**config.mk**
```make
export PLATFORM = sky130hd
export DESIGN_NAME = tpc_timer
export DESIGN_NICKNAME = d
export VERILOG_FILES = /design/src/tpc_pkg.sv /design/src/tpc_chan_if.sv /design/src/tpc_channel.sv /design/src/tpc_timer.sv
export SDC_FILE = /design/constraint.sdc
export NUM_CORES = 1
export LEC_CHECK = 0
export BUFFER_PORTS_ARGS = -buffer_cell sky130_fd_sc_hd__buf_2
export CORE_UTILIZATION = 55
export DETAILED_ROUTE_END_ITERATION = 8
export PLACE_DENSITY = 0.73
export SLEW_MARGIN = 10
export SYNTH_ARGS = -nofsm -noshare
export SYNTH_HDL_FRONTEND = slang
export SYNTH_HIERARCHICAL = 1
export SYNTH_SLANG_ARGS = --single-unit
```
**constraint.sdc**
```tcl
create_clock -name i_sys_clk -period 8.8 [get_ports i_sys_clk]
set_input_delay 1.76 -clock i_sys_clk [delete_from_list [all_inputs] [get_ports i_sys_clk]]
set_output_delay 1.76 -clock i_sys_clk [all_outputs]
set_load 0.01 [all_outputs]
```
**src/tpc_pkg.sv**
```systemverilog
// Shared constants, types and helper functions of the two-channel timer.
package tpc_pkg;

  localparam int TPC_AW = 4;
  localparam int TPC_DW = 8;
  localparam int TPC_CW = 16;

  // Register offsets on the byte-wide register port.
  localparam logic [3:0] TPC_OFF_STATUS_CTRL = 4'h0;
  localparam logic [3:0] TPC_OFF_CNT_HI = 4'h1;
  localparam logic [3:0] TPC_OFF_CNT_LO = 4'h2;
  localparam logic [3:0] TPC_OFF_WRAP_HI = 4'h3;
  localparam logic [3:0] TPC_OFF_WRAP_LO = 4'h4;
  localparam logic [3:0] TPC_OFF_CH0_CTRL = 4'h5;
  localparam logic [3:0] TPC_OFF_CH0_HI = 4'h6;
  localparam logic [3:0] TPC_OFF_CH0_LO = 4'h7;
  localparam logic [3:0] TPC_OFF_CH1_CTRL = 4'h8;
  localparam logic [3:0] TPC_OFF_CH1_HI = 4'h9;
  localparam logic [3:0] TPC_OFF_CH1_LO = 4'hA;

  // Fields of timer_status_control.
  localparam int TPC_SC_OVF_FLAG = 7;
  localparam int TPC_SC_OVF_IE = 6;
  localparam int TPC_SC_HALT = 5;
  localparam int TPC_SC_CLEAR = 4;
  localparam logic [2:0] TPC_PS_EXT = 3'h7;
  localparam logic [2:0] TPC_PS_RST = 3'h0;

  // Fields of each channel_control register.
  localparam int TPC_CH_FLAG = 7;
  localparam int TPC_CH_IE = 6;
  localparam int TPC_CH_BUF = 5;
  localparam int TPC_CH_CMP = 4;
  localparam int TPC_CH_ELS_HI = 3;
  localparam int TPC_CH_ELS_LO = 2;
  localparam int TPC_CH_TOV = 1;
  localparam int TPC_CH_MAX = 0;

  // Output actions of edge_level_select in compare modes.
  localparam logic [1:0] TPC_ELS_NONE = 2'h0;
  localparam logic [1:0] TPC_ELS_TOGGLE = 2'h1;
  localparam logic [1:0] TPC_ELS_CLEAR = 2'h2;
  localparam logic [1:0] TPC_ELS_SET = 2'h3;

  // Reset values.
  localparam logic [15:0] TPC_CNT_RST = 16'h0000;
  localparam logic [15:0] TPC_WRAP_RST = 16'hFFFF;
  localparam logic [15:0] TPC_CMP_RST = 16'h0000;
  localparam logic [6:0] TPC_CH_CTRL_RST = 7'h00;
  localparam logic [5:0] TPC_PRE_RST = 6'h00;

  typedef enum {TPC_CH_PORT, TPC_CH_CAPTURE, TPC_CH_COMPARE, TPC_CH_OFF} tpc_chmode_t;

  // Hardware set wins over a software clear in the same cycle.
  function automatic logic tpc_flag_next(input logic flag, input logic evt, input logic clr);
    return evt ? 1'b1 : (clr ? 1'b0 : flag);
  endfunction

  // Two-step clear arming: armed by a read of a set flag, dropped by any new event.
  function automatic logic tpc_arm_next(input logic arm, input logic evt, input logic clr, input logic rd_set);
    return (evt || clr) ? 1'b0 : (rd_set ? 1'b1 : arm);
  endfunction

  // Divide-by-2^sel tick from the free prescaler count.
  function automatic logic tpc_presc_tick(input logic [5:0] pre, input logic [2:0] sel);
    logic [5:0] mask;
    mask = (6'h01 << sel) - 6'h01;
    return (pre & mask) == mask;
  endfunction

endpackage

```
**src/tpc_chan_if.sv**
```systemverilog
// Signals between the timer core and one channel.
`timescale 1ns/1ps
`default_nettype none
interface tpc_chan_if;
  logic run_tick;
  logic ovf_evt;
  logic [15:0] cnt_next;
  logic [15:0] cmp_val;
  logic wr_ctrl;
  logic rd_ctrl;
  logic [7:0] wdata;
  logic clr_ok;
  logic cap_ok;
  logic pin_in;
  logic disabled;
  logic [7:0] ctrl_rd;
  logic pin_out;
  logic pin_oe;
  logic irq;
  modport core (output run_tick, ovf_evt, cnt_next, cmp_val, wr_ctrl, rd_ctrl, wdata, clr_ok, cap_ok,
                pin_in, disabled, input ctrl_rd, pin_out, pin_oe, irq);
  modport chan (input run_tick, ovf_evt, cnt_next, cmp_val, wr_ctrl, rd_ctrl, wdata, clr_ok, cap_ok,
                pin_in, disabled, output ctrl_rd, pin_out, pin_oe, irq);
endinterface
`default_nettype wire

```
**src/tpc_channel.sv**
```systemverilog
// One capture/compare channel with PWM output control.
`timescale 1ns/1ps
`default_nettype none
module tpc_channel #(
  parameter bit HAS_BUF = 1'b0
) (
  input wire logic i_sys_clk, // Bus clock.
  input wire logic i_rst_b, // Synchronous reset, active low.
  tpc_chan_if.chan ch // Link to the timer core.
);
  import tpc_pkg::*;

  logic [6:0] ctrl_q;
  logic flag_q;
  logic arm_q;
  logic out_q;
  logic oe_q;
  logic pin_prev_q;
  tpc_chmode_t mode;
  logic buf_mode;
  logic [1:0] els;
  logic cmp_evt;
  logic cap_evt;
  logic evt;
  logic clr;

  assign buf_mode = HAS_BUF && ctrl_q[TPC_CH_BUF];
  assign els = ctrl_q[TPC_CH_ELS_HI:TPC_CH_ELS_LO];

  always_comb begin
    if (ch.disabled) begin
      mode = TPC_CH_OFF;
    end else if (els == TPC_ELS_NONE) begin
      mode = TPC_CH_PORT;
    end else if (!buf_mode && !ctrl_q[TPC_CH_CMP]) begin
      mode = TPC_CH_CAPTURE;
    end else begin
      mode = TPC_CH_COMPARE;
    end
  end

  // Mode 0:1 with no pin action still flags compares for software polling.
  assign cmp_evt = ch.run_tick && (ch.cnt_next == ch.cmp_val) &&
                   (mode == TPC_CH_COMPARE || (mode == TPC_CH_PORT && ctrl_q[TPC_CH_CMP] && !buf_mode));
  assign cap_evt = (mode == TPC_CH_CAPTURE) && ch.cap_ok &&
                   ((els[0] && ch.pin_in && !pin_prev_q) || (els[1] && !ch.pin_in && pin_prev_q));
  assign evt = cmp_evt || cap_evt;
  assign clr = ch.wr_ctrl && !ch.wdata[TPC_CH_FLAG] && arm_q && ch.clr_ok;

  always_ff @(posedge i_sys_clk) begin
    if (!i_rst_b) begin
      ctrl_q <= TPC_CH_CTRL_RST;
    end else if (ch.wr_ctrl) begin
      ctrl_q <= ch.wdata[6:0] & {1'b1, HAS_BUF, 5'h1F};
    end
  end

  always_ff @(posedge i_sys_clk) begin
    if (!i_rst_b) begin
      flag_q <= 1'b0;
      arm_q <= 1'b0;
    end else begin
      flag_q <= tpc_flag_next(flag_q, evt, clr);
      arm_q <= tpc_arm_next(arm_q, evt, clr, ch.rd_ctrl && flag_q && ch.clr_ok);
    end
  end

  always_ff @(posedge i_sys_clk) begin
    if (!i_rst_b) begin
      pin_prev_q <= 1'b0;
    end else begin
      pin_prev_q <= ch.pin_in;
    end
  end

  always_ff @(posedge i_sys_clk) begin
    if (!i_rst_b) begin
      out_q <= 1'b1;
      oe_q <= 1'b0;
    end else begin
      oe_q <= (mode == TPC_CH_COMPARE);
      case (mode)
        TPC_CH_PORT: begin
          out_q <= !ctrl_q[TPC_CH_CMP];
        end
        TPC_CH_COMPARE: begin
          if (ctrl_q[TPC_CH_TOV] && ctrl_q[TPC_CH_MAX]) begin
            out_q <= (els == TPC_ELS_CLEAR);
          end else if (ch.ovf_evt && ch.run_tick && ctrl_q[TPC_CH_TOV]) begin
            out_q <= !out_q;
          end else if (cmp_evt) begin
            case (els)
              TPC_ELS_TOGGLE: out_q <= !out_q;
              TPC_ELS_CLEAR: out_q <= 1'b0;
              TPC_ELS_SET: out_q <= 1'b1;
              default: out_q <= out_q;
            endcase
          end
        end
        default: begin
          out_q <= out_q;
        end
      endcase
    end
  end

  assign ch.ctrl_rd = {flag_q, ctrl_q};
  assign ch.pin_out = out_q;
  assign ch.pin_oe = oe_q;
  assign ch.irq = flag_q && ctrl_q[TPC_CH_IE];
endmodule // tpc_channel
`default_nettype wire

```
**src/tpc_timer.sv**
```systemverilog
// Two-channel timer top: counter, prescaler, register port and linked PWM pair.
//
// Operation
// - Mode pair 0:1 selects unbuffered, 1:0 buffered compare or PWM.
// - Edge/level 1:0 clears output on compare, 1:1 sets it.
// - Link bit in channel 0 pairs both channels; channel 0 values act first.
// - Toggle-at-wrap clear means no overflow toggle, giving 0% duty.
// - Full-duty with toggle-at-wrap set holds the pin at 100% duty.
// - Overflow flag sets at the wrap value; interrupt only when enabled.
// - Channel flag sets on capture or compare; interrupt when enabled.
// - In wait mode timer runs, registers closed, enabled interrupts wake.
// - In stop mode timer halts, keeps all state, resumes afterwards.
// - During break the counter holds and captures are suppressed.
// - In break flags clear only with break-clear enable; pending clears finish later.
// - Each pin is capture or compare; only channel 0 carries buffered output.
// - Prescale select all ones uses the external clock pin.
// - Overflow flag clears by read-while-set then write 0; new overflow cancels.
// - Overflow enable gates overflow interrupts; reset clears it.
// - Halt freezes the counter, set by reset, and blocks captures.
// - Counter-clear write zeroes counter and prescaler, self-clears, reads 0.
// - Halt and clear written together leave the counter stopped at zero.
// - After reaching wrap, counter restarts from zero on the next tick.
// - Prescale codes 0 to 6 divide by 1 to 64; reset clears them.
//
// Decided for this implementation: the strobed register port and the register addresses.
`timescale 1ns/1ps
`default_nettype none
module tpc_timer (
  input wire logic i_sys_clk, // Bus clock, 200 MHz.
  input wire logic i_rst_b, // Synchronous reset, active low.
  input wire logic [tpc_pkg::TPC_AW-1:0] i_addr, // Register offset.
  input wire logic [tpc_pkg::TPC_DW-1:0] i_wr_data, // Write data.
  input wire logic i_wr_stb, // One-cycle write strobe.
  input wire logic i_rd_stb, // One-cycle read strobe.
  output logic [tpc_pkg::TPC_DW-1:0] o_rd_data, // Read data, cycle after the strobe.
  input wire logic i_wait_mode, // Processor in wait mode.
  input wire logic i_stop_mode, // Processor in stop mode.
  input wire logic i_break, // Debug break active.
  input wire logic i_break_clear_en, // Break-clear enable from the system.
  input wire logic i_ext_clk, // External timer clock pin.
  input wire logic i_ch0_pin_in, // Channel 0 pin level.
  input wire logic i_ch1_pin_in, // Channel 1 pin level.
  output logic o_ch0_pin_out, // Channel 0 pin drive level.
  output logic o_ch0_pin_oe, // Channel 0 pin driven when high.
  output logic o_ch1_pin_out, // Channel 1 pin drive level.
  output logic o_ch1_pin_oe, // Channel 1 pin driven when high.
  output logic o_irq, // Timer interrupt request, level.
  output logic o_wake // Wake request while in wait mode.
);
  import tpc_pkg::*;

  logic [15:0] cnt_q;
  logic [15:0] wrap_q;
  logic [5:0] pre_q;
  logic [15:0] cmp_q [2];
  logic ovf_flag_q;
  logic ovf_arm_q;
  logic ovf_ie_q;
  logic halt_q;
  logic [2:0] ps_q;
  logic ext_s1_q;
  logic ext_s2_q;
  logic ext_s3_q;
  logic last_wr_ch1_q;
  logic active_ch1_q;
  logic [7:0] rd_data_q;
  logic irq_q;
  logic wake_q;
  logic ch0_out_q;
  logic ch0_oe_q;
  logic ch1_out_q;
  logic ch1_oe_q;

  logic wr;
  logic rd;
  logic clr_ok;
  logic run;
  logic ext_rise;
  logic tick;
  logic run_tick;
  logic clr_wr;
  logic [15:0] cnt_nxt;
  logic ovf_evt;
  logic ovf_clr;
  logic linked;

  tpc_chan_if ch0_if ();
  tpc_chan_if ch1_if ();

  // Registers are closed to the processor while it waits.
  assign wr = i_wr_stb && !i_wait_mode;
  assign rd = i_rd_stb && !i_wait_mode;
  assign clr_ok = !i_break || i_break_clear_en;
  assign run = !halt_q && !i_break && !i_stop_mode;

  // The external pin is only sampled, so it must stay below half the bus rate.
  assign ext_rise = ext_s2_q && !ext_s3_q;
  assign tick = (ps_q == TPC_PS_EXT) ? ext_rise : tpc_presc_tick(pre_q, ps_q);
  assign run_tick = run && tick;
  assign clr_wr = wr && (i_addr == TPC_OFF_STATUS_CTRL) && i_wr_data[TPC_SC_CLEAR];
  assign cnt_nxt = (cnt_q == wrap_q) ? TPC_CNT_RST : cnt_q + 16'h0001;
  assign ovf_evt = run_tick && (cnt_nxt == wrap_q);
  assign ovf_clr = wr && (i_addr == TPC_OFF_STATUS_CTRL) && !i_wr_data[TPC_SC_OVF_FLAG] &&
                   ovf_arm_q && clr_ok;
  assign linked = ch0_if.ctrl_rd[TPC_CH_BUF];

  always_ff @(posedge i_sys_clk) begin
    if (!i_rst_b) begin
      ext_s1_q <= 1'b0;
      ext_s2_q <= 1'b0;
      ext_s3_q <= 1'b0;
    end else begin
      ext_s1_q <= i_ext_clk;
      ext_s2_q <= ext_s1_q;
      ext_s3_q <= ext_s2_q;
    end
  end

  always_ff @(posedge i_sys_clk) begin
    if (!i_rst_b) begin
      pre_q <= TPC_PRE_RST;
    end else if (clr_wr) begin
      pre_q <= TPC_PRE_RST;
    end else if (run) begin
      pre_q <= pre_q + 6'h01;
    end
  end

  always_ff @(posedge i_sys_clk) begin
    if (!i_rst_b) begin
      cnt_q <= TPC_CNT_RST;
    end else if (clr_wr) begin
      cnt_q <= TPC_CNT_RST;
    end else if (run_tick) begin
      cnt_q <= cnt_nxt;
    end
  end

  always_ff @(posedge i_sys_clk) begin
    if (!i_rst_b) begin
      ovf_ie_q <= 1'b0;
      halt_q <= 1'b1;
      ps_q <= TPC_PS_RST;
    end else if (wr && i_addr == TPC_OFF_STATUS_CTRL) begin
      ovf_ie_q <= i_wr_data[TPC_SC_OVF_IE];
      halt_q <= i_wr_data[TPC_SC_HALT];
      ps_q <= i_wr_data[2:0];
    end
  end

  always_ff @(posedge i_sys_clk) begin
    if (!i_rst_b) begin
      ovf_flag_q <= 1'b0;
      ovf_arm_q <= 1'b0;
    end else begin
      ovf_flag_q <= tpc_flag_next(ovf_flag_q, ovf_evt, ovf_clr);
      ovf_arm_q <= tpc_arm_next(ovf_arm_q, ovf_evt, ovf_clr,
                                rd && i_addr == TPC_OFF_STATUS_CTRL && ovf_flag_q && clr_ok);
    end
  end

  always_ff @(posedge i_sys_clk) begin
    if (!i_rst_b) begin
      wrap_q <= TPC_WRAP_RST;
    end else if (wr && i_addr == TPC_OFF_WRAP_HI) begin
      wrap_q[15:8] <= i_wr_data;
    end else if (wr && i_addr == TPC_OFF_WRAP_LO) begin
      wrap_q[7:0] <= i_wr_data;
    end
  end

  always_ff @(posedge i_sys_clk) begin
    if (!i_rst_b) begin
      cmp_q[0] <= TPC_CMP_RST;
      cmp_q[1] <= TPC_CMP_RST;
    end else if (wr && i_addr == TPC_OFF_CH0_HI) begin
      cmp_q[0][15:8] <= i_wr_data;
    end else if (wr && i_addr == TPC_OFF_CH0_LO) begin
      cmp_q[0][7:0] <= i_wr_data;
    end else if (wr && i_addr == TPC_OFF_CH1_HI) begin
      cmp_q[1][15:8] <= i_wr_data;
    end else if (wr && i_addr == TPC_OFF_CH1_LO) begin
      cmp_q[1][7:0] <= i_wr_data;
    end
  end

  // The pair written last takes over at the next overflow, so a new width
  // written to the idle pair never lands in the middle of a period.
  always_ff @(posedge i_sys_clk) begin
    if (!i_rst_b) begin
      last_wr_ch1_q <= 1'b0;
    end else if (wr && (i_addr == TPC_OFF_CH1_HI || i_addr == TPC_OFF_CH1_LO)) begin
      last_wr_ch1_q <= 1'b1;
    end else if (wr && (i_addr == TPC_OFF_CH0_HI || i_addr == TPC_OFF_CH0_LO)) begin
      last_wr_ch1_q <= 1'b0;
    end
  end

  always_ff @(posedge i_sys_clk) begin
    if (!i_rst_b) begin
      active_ch1_q <= 1'b0;
    end else if (!linked) begin
      active_ch1_q <= 1'b0;
    end else if (ovf_evt) begin
      active_ch1_q <= last_wr_ch1_q;
    end
  end

  assign ch0_if.run_tick = run_tick;
  assign ch0_if.ovf_evt = ovf_evt;
  assign ch0_if.cnt_next = cnt_nxt;
  assign ch0_if.cmp_val = (linked && active_ch1_q) ? cmp_q[1] : cmp_q[0];
  assign ch0_if.wr_ctrl = wr && i_addr == TPC_OFF_CH0_CTRL;
  assign ch0_if.rd_ctrl = rd && i_addr == TPC_OFF_CH0_CTRL;
  assign ch0_if.wdata = i_wr_data;
  assign ch0_if.clr_ok = clr_ok;
  assign ch0_if.cap_ok = run;
  assign ch0_if.pin_in = i_ch0_pin_in;
  assign ch0_if.disabled = 1'b0;

  assign ch1_if.run_tick = run_tick;
  assign ch1_if.ovf_evt = ovf_evt;
  assign ch1_if.cnt_next = cnt_nxt;
  assign ch1_if.cmp_val = cmp_q[1];
  assign ch1_if.wr_ctrl = wr && i_addr == TPC_OFF_CH1_CTRL;
  assign ch1_if.rd_ctrl = rd && i_addr == TPC_OFF_CH1_CTRL;
  assign ch1_if.wdata = i_wr_data;
  assign ch1_if.clr_ok = clr_ok;
  assign ch1_if.cap_ok = run;
  assign ch1_if.pin_in = i_ch1_pin_in;
  assign ch1_if.disabled = linked;

  tpc_channel #(.HAS_BUF(1'b1)) u_ch0 (
    .i_sys_clk(i_sys_clk),
    .i_rst_b(i_rst_b),
    .ch(ch0_if.chan)
  );

  tpc_channel #(.HAS_BUF(1'b0)) u_ch1 (
    .i_sys_clk(i_sys_clk),
    .i_rst_b(i_rst_b),
    .ch(ch1_if.chan)
  );

  always_ff @(posedge i_sys_clk) begin
    if (!i_rst_b) begin
      rd_data_q <= 8'h00;
    end else if (!rd) begin
      rd_data_q <= 8'h00;
    end else if (i_addr == TPC_OFF_STATUS_CTRL) begin
      rd_data_q <= {ovf_flag_q, ovf_ie_q, halt_q, 2'h0, ps_q};
    end else if (i_addr == TPC_OFF_CNT_HI) begin
      rd_data_q <= cnt_q[15:8];
    end else if (i_addr == TPC_OFF_CNT_LO) begin
      rd_data_q <= cnt_q[7:0];
    end else if (i_addr == TPC_OFF_WRAP_HI) begin
      rd_data_q <= wrap_q[15:8];
    end else if (i_addr == TPC_OFF_WRAP_LO) begin
      rd_data_q <= wrap_q[7:0];
    end else if (i_addr == TPC_OFF_CH0_CTRL) begin
      rd_data_q <= ch0_if.ctrl_rd;
    end else if (i_addr == TPC_OFF_CH0_HI) begin
      rd_data_q <= cmp_q[0][15:8];
    end else if (i_addr == TPC_OFF_CH0_LO) begin
      rd_data_q <= cmp_q[0][7:0];
    end else if (i_addr == TPC_OFF_CH1_CTRL) begin
      rd_data_q <= ch1_if.ctrl_rd;
    end else if (i_addr == TPC_OFF_CH1_HI) begin
      rd_data_q <= cmp_q[1][15:8];
    end else if (i_addr == TPC_OFF_CH1_LO) begin
      rd_data_q <= cmp_q[1][7:0];
    end else begin
      rd_data_q <= 8'h00;
    end
  end

  always_ff @(posedge i_sys_clk) begin
    if (!i_rst_b) begin
      irq_q <= 1'b0;
    end else begin
      irq_q <= (ovf_flag_q && ovf_ie_q) || ch0_if.irq || ch1_if.irq;
    end
  end

  always_ff @(posedge i_sys_clk) begin
    if (!i_rst_b) begin
      wake_q <= 1'b0;
    end else begin
      wake_q <= irq_q && i_wait_mode;
    end
  end

  always_ff @(posedge i_sys_clk) begin
    if (!i_rst_b) begin
      ch0_out_q <= 1'b1;
      ch0_oe_q <= 1'b0;
      ch1_out_q <= 1'b1;
      ch1_oe_q <= 1'b0;
    end else begin
      ch0_out_q <= ch0_if.pin_out;
      ch0_oe_q <= ch0_if.pin_oe;
      ch1_out_q <= ch1_if.pin_out;
      ch1_oe_q <= ch1_if.pin_oe;
    end
  end

  assign o_rd_data = rd_data_q;
  assign o_irq = irq_q;
  assign o_wake = wake_q;
  assign o_ch0_pin_out = ch0_out_q;
  assign o_ch0_pin_oe = ch0_oe_q;
  assign o_ch1_pin_out = ch1_out_q;
  assign o_ch1_pin_oe = ch1_oe_q;
endmodule // tpc_timer
`default_nettype wire

```
After elaboration in Yosys (flattened, before gate mapping):

Memory sizes are Yosys's and may differ from the RTL's.
Cells that the tools add are included.
Widths: inputs -> output; s select.

* register bits: 87
* input bits: 23
* memories: 1
* bits in writable memories: 32

Memories
* cmp_q: words 2, bits a word 16, rd ports 2, clocked after memory_dff 0, write ports 2, line tpc_timer.sv:55 `logic [15:0] cmp_q [2];`

* bitwise gates (word level): 8
* equal/unequal tests: 32
* shift-type cells: 1
* add/sub/neg operators: 3
* reduce and logical (&&, ||, !) cells: 119
* multiplexer cells: 60

Operators by type and width (number)
* $eq 32x2->1 const B: 4
* $logic_not 32->1: 4
* $mux 8: 15
* $logic_and 1x1->1: 67
* $eq 16x16->1: 4
* $eq 32x3->1 const B: 2
* $mux 1: 34
* $mux 16: 2
* $mux 32: 1
* $add 16x1->16 const B: 1
* $eq 4x3->1 const B: 4
* $logic_not 1->1: 15
* $logic_or 1x1->1: 14
* $eq 4x4->1 const B: 3
* $ne 6x1->1 const B: 2
* $reduce_bool 2->1: 6
* $eq 2x2->1 const B: 4
* $eq 4x2->1 const B: 2
* $mux 2: 4
* $ne 4x1->1 const B: 2
* $reduce_or 2->1: 4
* $add 6x1->6 const B: 1
* $and 6x6->6: 1
* $eq 6x6->1: 1
* 14 further kinds: 26

Depth between registers and ports, before layout:

* depth after elaboration: 13
* depth in mapped cells: 15
* gate-level depth less buffers: 13

Cells and area by module:

Netlist, hierarchy kept.

By module, submodules not included
* tpc_timer: area each 5647.9 um2, seq. area each 2242.2 um2, cells each 647, instances 1
* tpc_channel (u_ch0): area each 747.0 um2, seq. area each 240.2 um2, cells each 87, instances 1
* tpc_channel (u_ch1): area each 726.9 um2, seq. area each 220.2 um2, cells each 82, instances 1

Worst setup path after synthesis:

No wires, ideal clock.

* path type: in2reg
* start point: input port i_break
* end point: register u_ch1.out_q (netlist: u_ch1/ch.pin_out)
* path slack: 4.325 ns
* required time: 8.677 ns
* stages on the path: 12
* arrival: 4.351 ns
* path through: nor3_2 and4_1 a32oi_1 nor2_1 nand3_1 or4_4 nor2_4 nand3_1 nand4b_1 a31oi_1 nor3_2 mux2_1

* cells in the longest elaborated chain, start to end: 10

RTL lines
* from (decl): line tpc_timer.sv:38 `input wire logic i_break,`
* $logic_not 1->1 *: line tpc_timer.sv:94 `assign run = !halt_q && !i_break && !i_stop_mode;`
* $logic_and 1x1->1 * (2 in series): line tpc_timer.sv:94
* $logic_and 1x1->1 *: line tpc_timer.sv:99 `assign run_tick = run && tick;`
* $logic_and 1x1->1 *: line tpc_timer.sv:102 `assign ovf_evt = run_tick && (cnt_nxt == wrap_q);`
* via ch0_if.ovf_evt: line tpc_chan_if.sv:6 `logic ovf_evt;`
* $logic_and 1x1->1 * (2 in series): line tpc_channel.sv:89 `end else if (ch.ovf_evt && ch.run_tick && ctrl_q[TPC_CH_TOV]) begin`
* $mux 1: line tpc_channel.sv:89
* $mux 1: line tpc_channel.sv:87 `if (ctrl_q[TPC_CH_TOV] && ctrl_q[TPC_CH_MAX]) begin`
* $pmux 1 s2: line tpc_channel.sv:82 `case (mode)`
* to (signal assigned): line tpc_channel.sv:84 `out_q <= !ctrl_q[TPC_CH_CMP];`
* to (signal assigned): line tpc_channel.sv:88 `out_q <= (els == TPC_ELS_CLEAR);`
* to (signal assigned): line tpc_channel.sv:90 `out_q <= !out_q;`
* to (decl): line tpc_channel.sv:16 `logic out_q;`

The timed path passes the listed nets; every way through them passes the cells marked *.
A chain may end at the register's enable or synchronous reset.

Worst setup path in the final report:

* start point: input port i_break
* end point: register u_ch1.out_q (netlist: u_ch1/ch.pin_out)

* cells in the longest elaborated chain, start to end: 10

RTL lines
* $logic_not 1->1 *: line tpc_timer.sv:94
* $logic_and 1x1->1 * (2 in series): line tpc_timer.sv:94
* via ch0_if.cap_ok: line tpc_chan_if.sv:13 `logic cap_ok;`
* $logic_and 1x1->1 *: line tpc_timer.sv:99
* $logic_and 1x1->1 *: line tpc_timer.sv:102
* via ch0_if.ovf_evt: line tpc_chan_if.sv:6
* $logic_and 1x1->1 * (2 in series): line tpc_channel.sv:89
* $mux 1: line tpc_channel.sv:89
* $mux 1: line tpc_channel.sv:87
* $pmux 1 s2: line tpc_channel.sv:82

Marked as above.

==> impl_results.md <==
- Worst Path Max Fanout: 22
- TritonCTS clock tree: done
- Reg2reg path depth: 13
- Unrepaired setup endpoints after global routing: false
- # H-tree levels: 4
- Async set-or-reset flop fraction in the synthesized netlist: 0
- Number of buffers inserted by port buffering: 36
- Deepest clock path buffer count: 2
- Adder-Cell Fraction of Synth Area: 0.003514
- Setup slack on the worst flop-to-flop path: 4.46 ns
- Type of the setup path with the least slack: input port to flip-flop
- Final TNS setup: 0 ns
- Launching instance or port of the critical path: i_break
- Site Rows: 41
- Fraction of final layout cells sized beyond drive strength 1: 0.1385
- Type of the most critical hold path: flip-flop to flip-flop
- Final number of max-transition violations: 0
- DR vias/cell: 6.275
- Area of the die: 13410 um2
- Measured slew at the worst slew-check pin: about 1 ns
- Number of storage elements in the synthesis netlist: roughly 120
- Synth Warn #: 6
- Chip Height: around 120 um
- Worst Hold Path Cells: 1
- Number of antenna violations at the first check in global routing: 0
- Post-Route Hold Slack: between 0.4 and 0.5 ns
- Portion of synthesized cell area occupied by the leading cell type: 0.2446
- Startpoint of the lowest-slack register-to-register path: cnt_q[0]
- # IOs: 37
- Run status: finished, final reports clean
- Total routing usage reported by global routing: 0.3687
- Cells after synthesis: between 800 and 900
- Fraction of synthesized cell area in xor and xnor cells: 0.09030
- Number of enable-type register cells in the synthesized netlist: 32
- ANT nets after route: 0
- Leakage power total: 0.002955 uW
- Worst Min Path Start: u_ch1/ch.pin_oe
- Clock period minus final worst setup slack: 4.911 ns
- Overall die width: roughly 120 um
- Number of CTS-inserted buffers: 17
- Count of max-cap constraint violations: 0
- Post-synthesis cell type with the largest combined area: dfxtp_1
- Final Instance Count excl. Fillers: approximately 1000
- DP Cell Count: 987
- Combinational family with the most area after synthesis: simple AND/OR/NAND/NOR gates
- Relative max-transition margin: 0.3452
- Post-Synth Simple-Gate Area: 0.2739
- Maximum clock rate: between 200 and 250 MHz
- Proportion of synthesized chip area in sequential cells: 0.3795
- Wire length of the first global-routing pass: about 36 mm
- Placed wire-length estimate after detailed placement: about 17 mm
- Antenna cells: 0
- Final setup skew: 0.009025 ns
- Number of iterations in the first detailed-routing pass: 6
- Global-route congestion overflow total: 0
- IR drop worst, VDD: between 0.0001 and 0.00015 V
- Synthesized area per cell: 8.728 um2
- Final worst-path cycle share: 0.5581
- Crit end category: flip-flop
- Share of synthesized area spent on multiplexers: 0.08204
- Leading register cell type out of synthesis: dfxtp_1
- Sum of routed wire length over all layers: 23.47 mm
- Clock slew at the register clock pins of the worst setup and hold paths: 0.05 ns
- Number of buffers added for setup after CTS: 0
- Relative area change from synthesis to final layout: 10.77%
- Worst min-delay path endpoint: o_ch1_pin_oe
- Startpoint types: input port
- Clock latency at the later pin of the worst-skew pair: 0.42 ns
- Effective utilization at floorplan: 0.5643
- Cell variety after synth: 80
- Synthesized-area fraction occupied by ao, oa, aoi and oai cells: 0.1286
- Largest cells by area after synthesis: dfxtp_1 24%, edfxtp_1 13%, mux2i_1 5.2%, nand2_1 5.1%, xnor2_1 4.9%
- Area occupied by multi-input gates: about 4100 um2
- Number of fillers in the final layout: 1118
- Clock root buffer: clkbuf_16
- CTS resizes: 0
- Via total after detailed routing: approximately 6400
- Required arrival time at the worst endpoint: 9.09 ns
- Clock sink count: about 120
- DRC violation count after routing: 0
- Net count of the finished layout: around 860
- Critical path arrival: about 5.2 ns
- DRC marker count from the first detailed-route iteration: 828
- Largest net degree at the start of global routing: 51
- FF+latch area: 2703 um2
- Number of hold buffers added after cts: 0
- Cell Area, Synth: 7122 um2
- Number of global-route vias before repair: 6127
- Wire per inst: approximately 23 um
- Last weighted congestion value of the routability-driven placer: about 0.99
- Finish-stage setup viols: 0
- Final Hold Violating Endpoints: 0
- Power per Cell Area: 168.1 nW/um2
- Core Area: 12620 um2
- Worst flop-to-flop path endpoint: u_ch1/ch.pin_out
registers in the layout, summed over array words and instances, names as in the netlist, 3 cells and up:
name and count:
cmp_q 32, cnt_q 16, wrap_q 16, o_rd_data 8
u_ch0/ctrl_q 7, pre_q 6, u_ch1/ctrl_q 6, ps_q 3
power by group:
part / leakage (uW) / switching (uW) / internal (uW)
combinational: 0.00168 / 65.2 / 33.8
sequential: 0.00101 / 14.3 / 575
clock: 0.000269 / 241 / 397
total: 0.00296 / 320 / 1010
area by class of cell:
type / count / area share
Sequential cell: 119 / 0.3426
Inverter: 12 / 0.005710
Timing Repair Buffer: 44 / 0.03045
Clock buffer: 21 / 0.05837
Tap cell: 172 / 0.02728
Multi-Input combinational cell: 640 / 0.5258
Clock inverter: 9 / 0.009833
layer usage:
layer | global-route usage | vias up | part of all wire
met1 | 0.4624 | 3061 | 0.41
li1 | - | 2938 | -
met5 | 0 | - | 0
met2 | 0.5984 | 316 | 0.47
met4 | 0.2068 | 0 | 0.048
met3 | 0.06851 | 67 | 0.069
synthesized netlist by cell type, types with 4 or more instances:
library cell / n
nor3_1: 22
o21ai_0: 36
mux2i_1: 37
xnor2_1: 40
and3_1: 10
dfxtp_1: 87
xor2_1: 29
nor2_1: 85
nand2b_1: 15
nand2_1: 96
nand4_1: 8
a31oi_1: 8
mux2_2: 16
a21oi_1: 37
edfxtp_1: 32
o21a_1: 5
nor2b_1: 10
nand3_1: 32
nor4_1: 6
buf_2: 9
nor4b_1: 4
a221oi_1: 5
inv_1: 11
a211oi_1: 5
a21boi_0: 5
and2_1: 30
nand4b_1: 5
o22ai_1: 8
a22oi_1: 5
buf_4: 9
clkbuf_1: 28
cells by family (layout without fill, tap and decap cells):
kind of cell,Yosys count,in the layout
AOI/OAI and AO/OA,143,143
xor gates and xnor gates,71,71
adders and majority gates,2,2
buffers and inverters,62,86
DFF,119,119
muxes,55,55
other,2,7
and+or+nand+nor,362,362
through the flow:
step / util / power (uW) / cell area [um2] / setup WS [ns]
after floorplan: - / 654.9 / 7141 / 4.325
after global placement: 0.5825 / 696.5 / 7351 / 3.799
after detailed placement: 0.5825 / 696.7 / 7351 / 3.588
after CTS: 0.6251 / 1328 / 7889 / 3.991
after global routing: 0.6251 / 1361 / 7889 / 3.782
final: 0.6251 / 1326 / 7889 / 3.889
layout by cell type, fill, tap and decap left out, types with 6 or more instances in the layout:
master,netlist,layout
nand2_1,96,96
dfxtp_1,87,87
nor2_1,85,84
xnor2_1,40,40
a21oi_1,37,37
mux2i_1,37,37
buf_2,9,36
o21ai_0,36,34
nand3_1,32,32
edfxtp_1,32,32
and2_1,30,30
xor2_1,29,29
nor3_1,22,22
clkbuf_16,0,17
mux2_2,16,16
nand2b_1,15,15
inv_1,11,11
nor2b_1,10,10
and3_1,10,10
nand4_1,8,8
a31oi_1,8,8
o22ai_1,8,8
buf_4,9,8
conb_1,2,7
nor4_1,6,6
worst max path at each step:
stage / slack, ns / to / depth (start not counted)
final: 3.89 / u_ch1/ch.pin_out / 14
after detailed placement: 3.59 / u_ch1/ch.pin_out / 14
after global placement: 3.80 / u_ch1/ch.pin_out / 14
after CTS: 3.99 / u_ch1/ch.pin_out / 14
after global routing: 3.78 / u_ch1/ch.pin_out / 14
after floorplan: 4.33 / u_ch1/ch.pin_out / 12
worst max-delay path, cell delays in order:
cell,delay (ns)
buf_2,0.11
nor3_2,0.55
and4_1,0.34
a32oi_1,0.17
nor2_2,0.12
buf_4,0.34
nand3_1,0.13
or4_4,0.45
nor2_4,0.22
nand3_1,0.19
nand4b_1,0.17
a31oi_1,0.07
nor3_2,0.24
mux2_1,0.35
No activity file was read; power rests on OpenSTA's default activity.
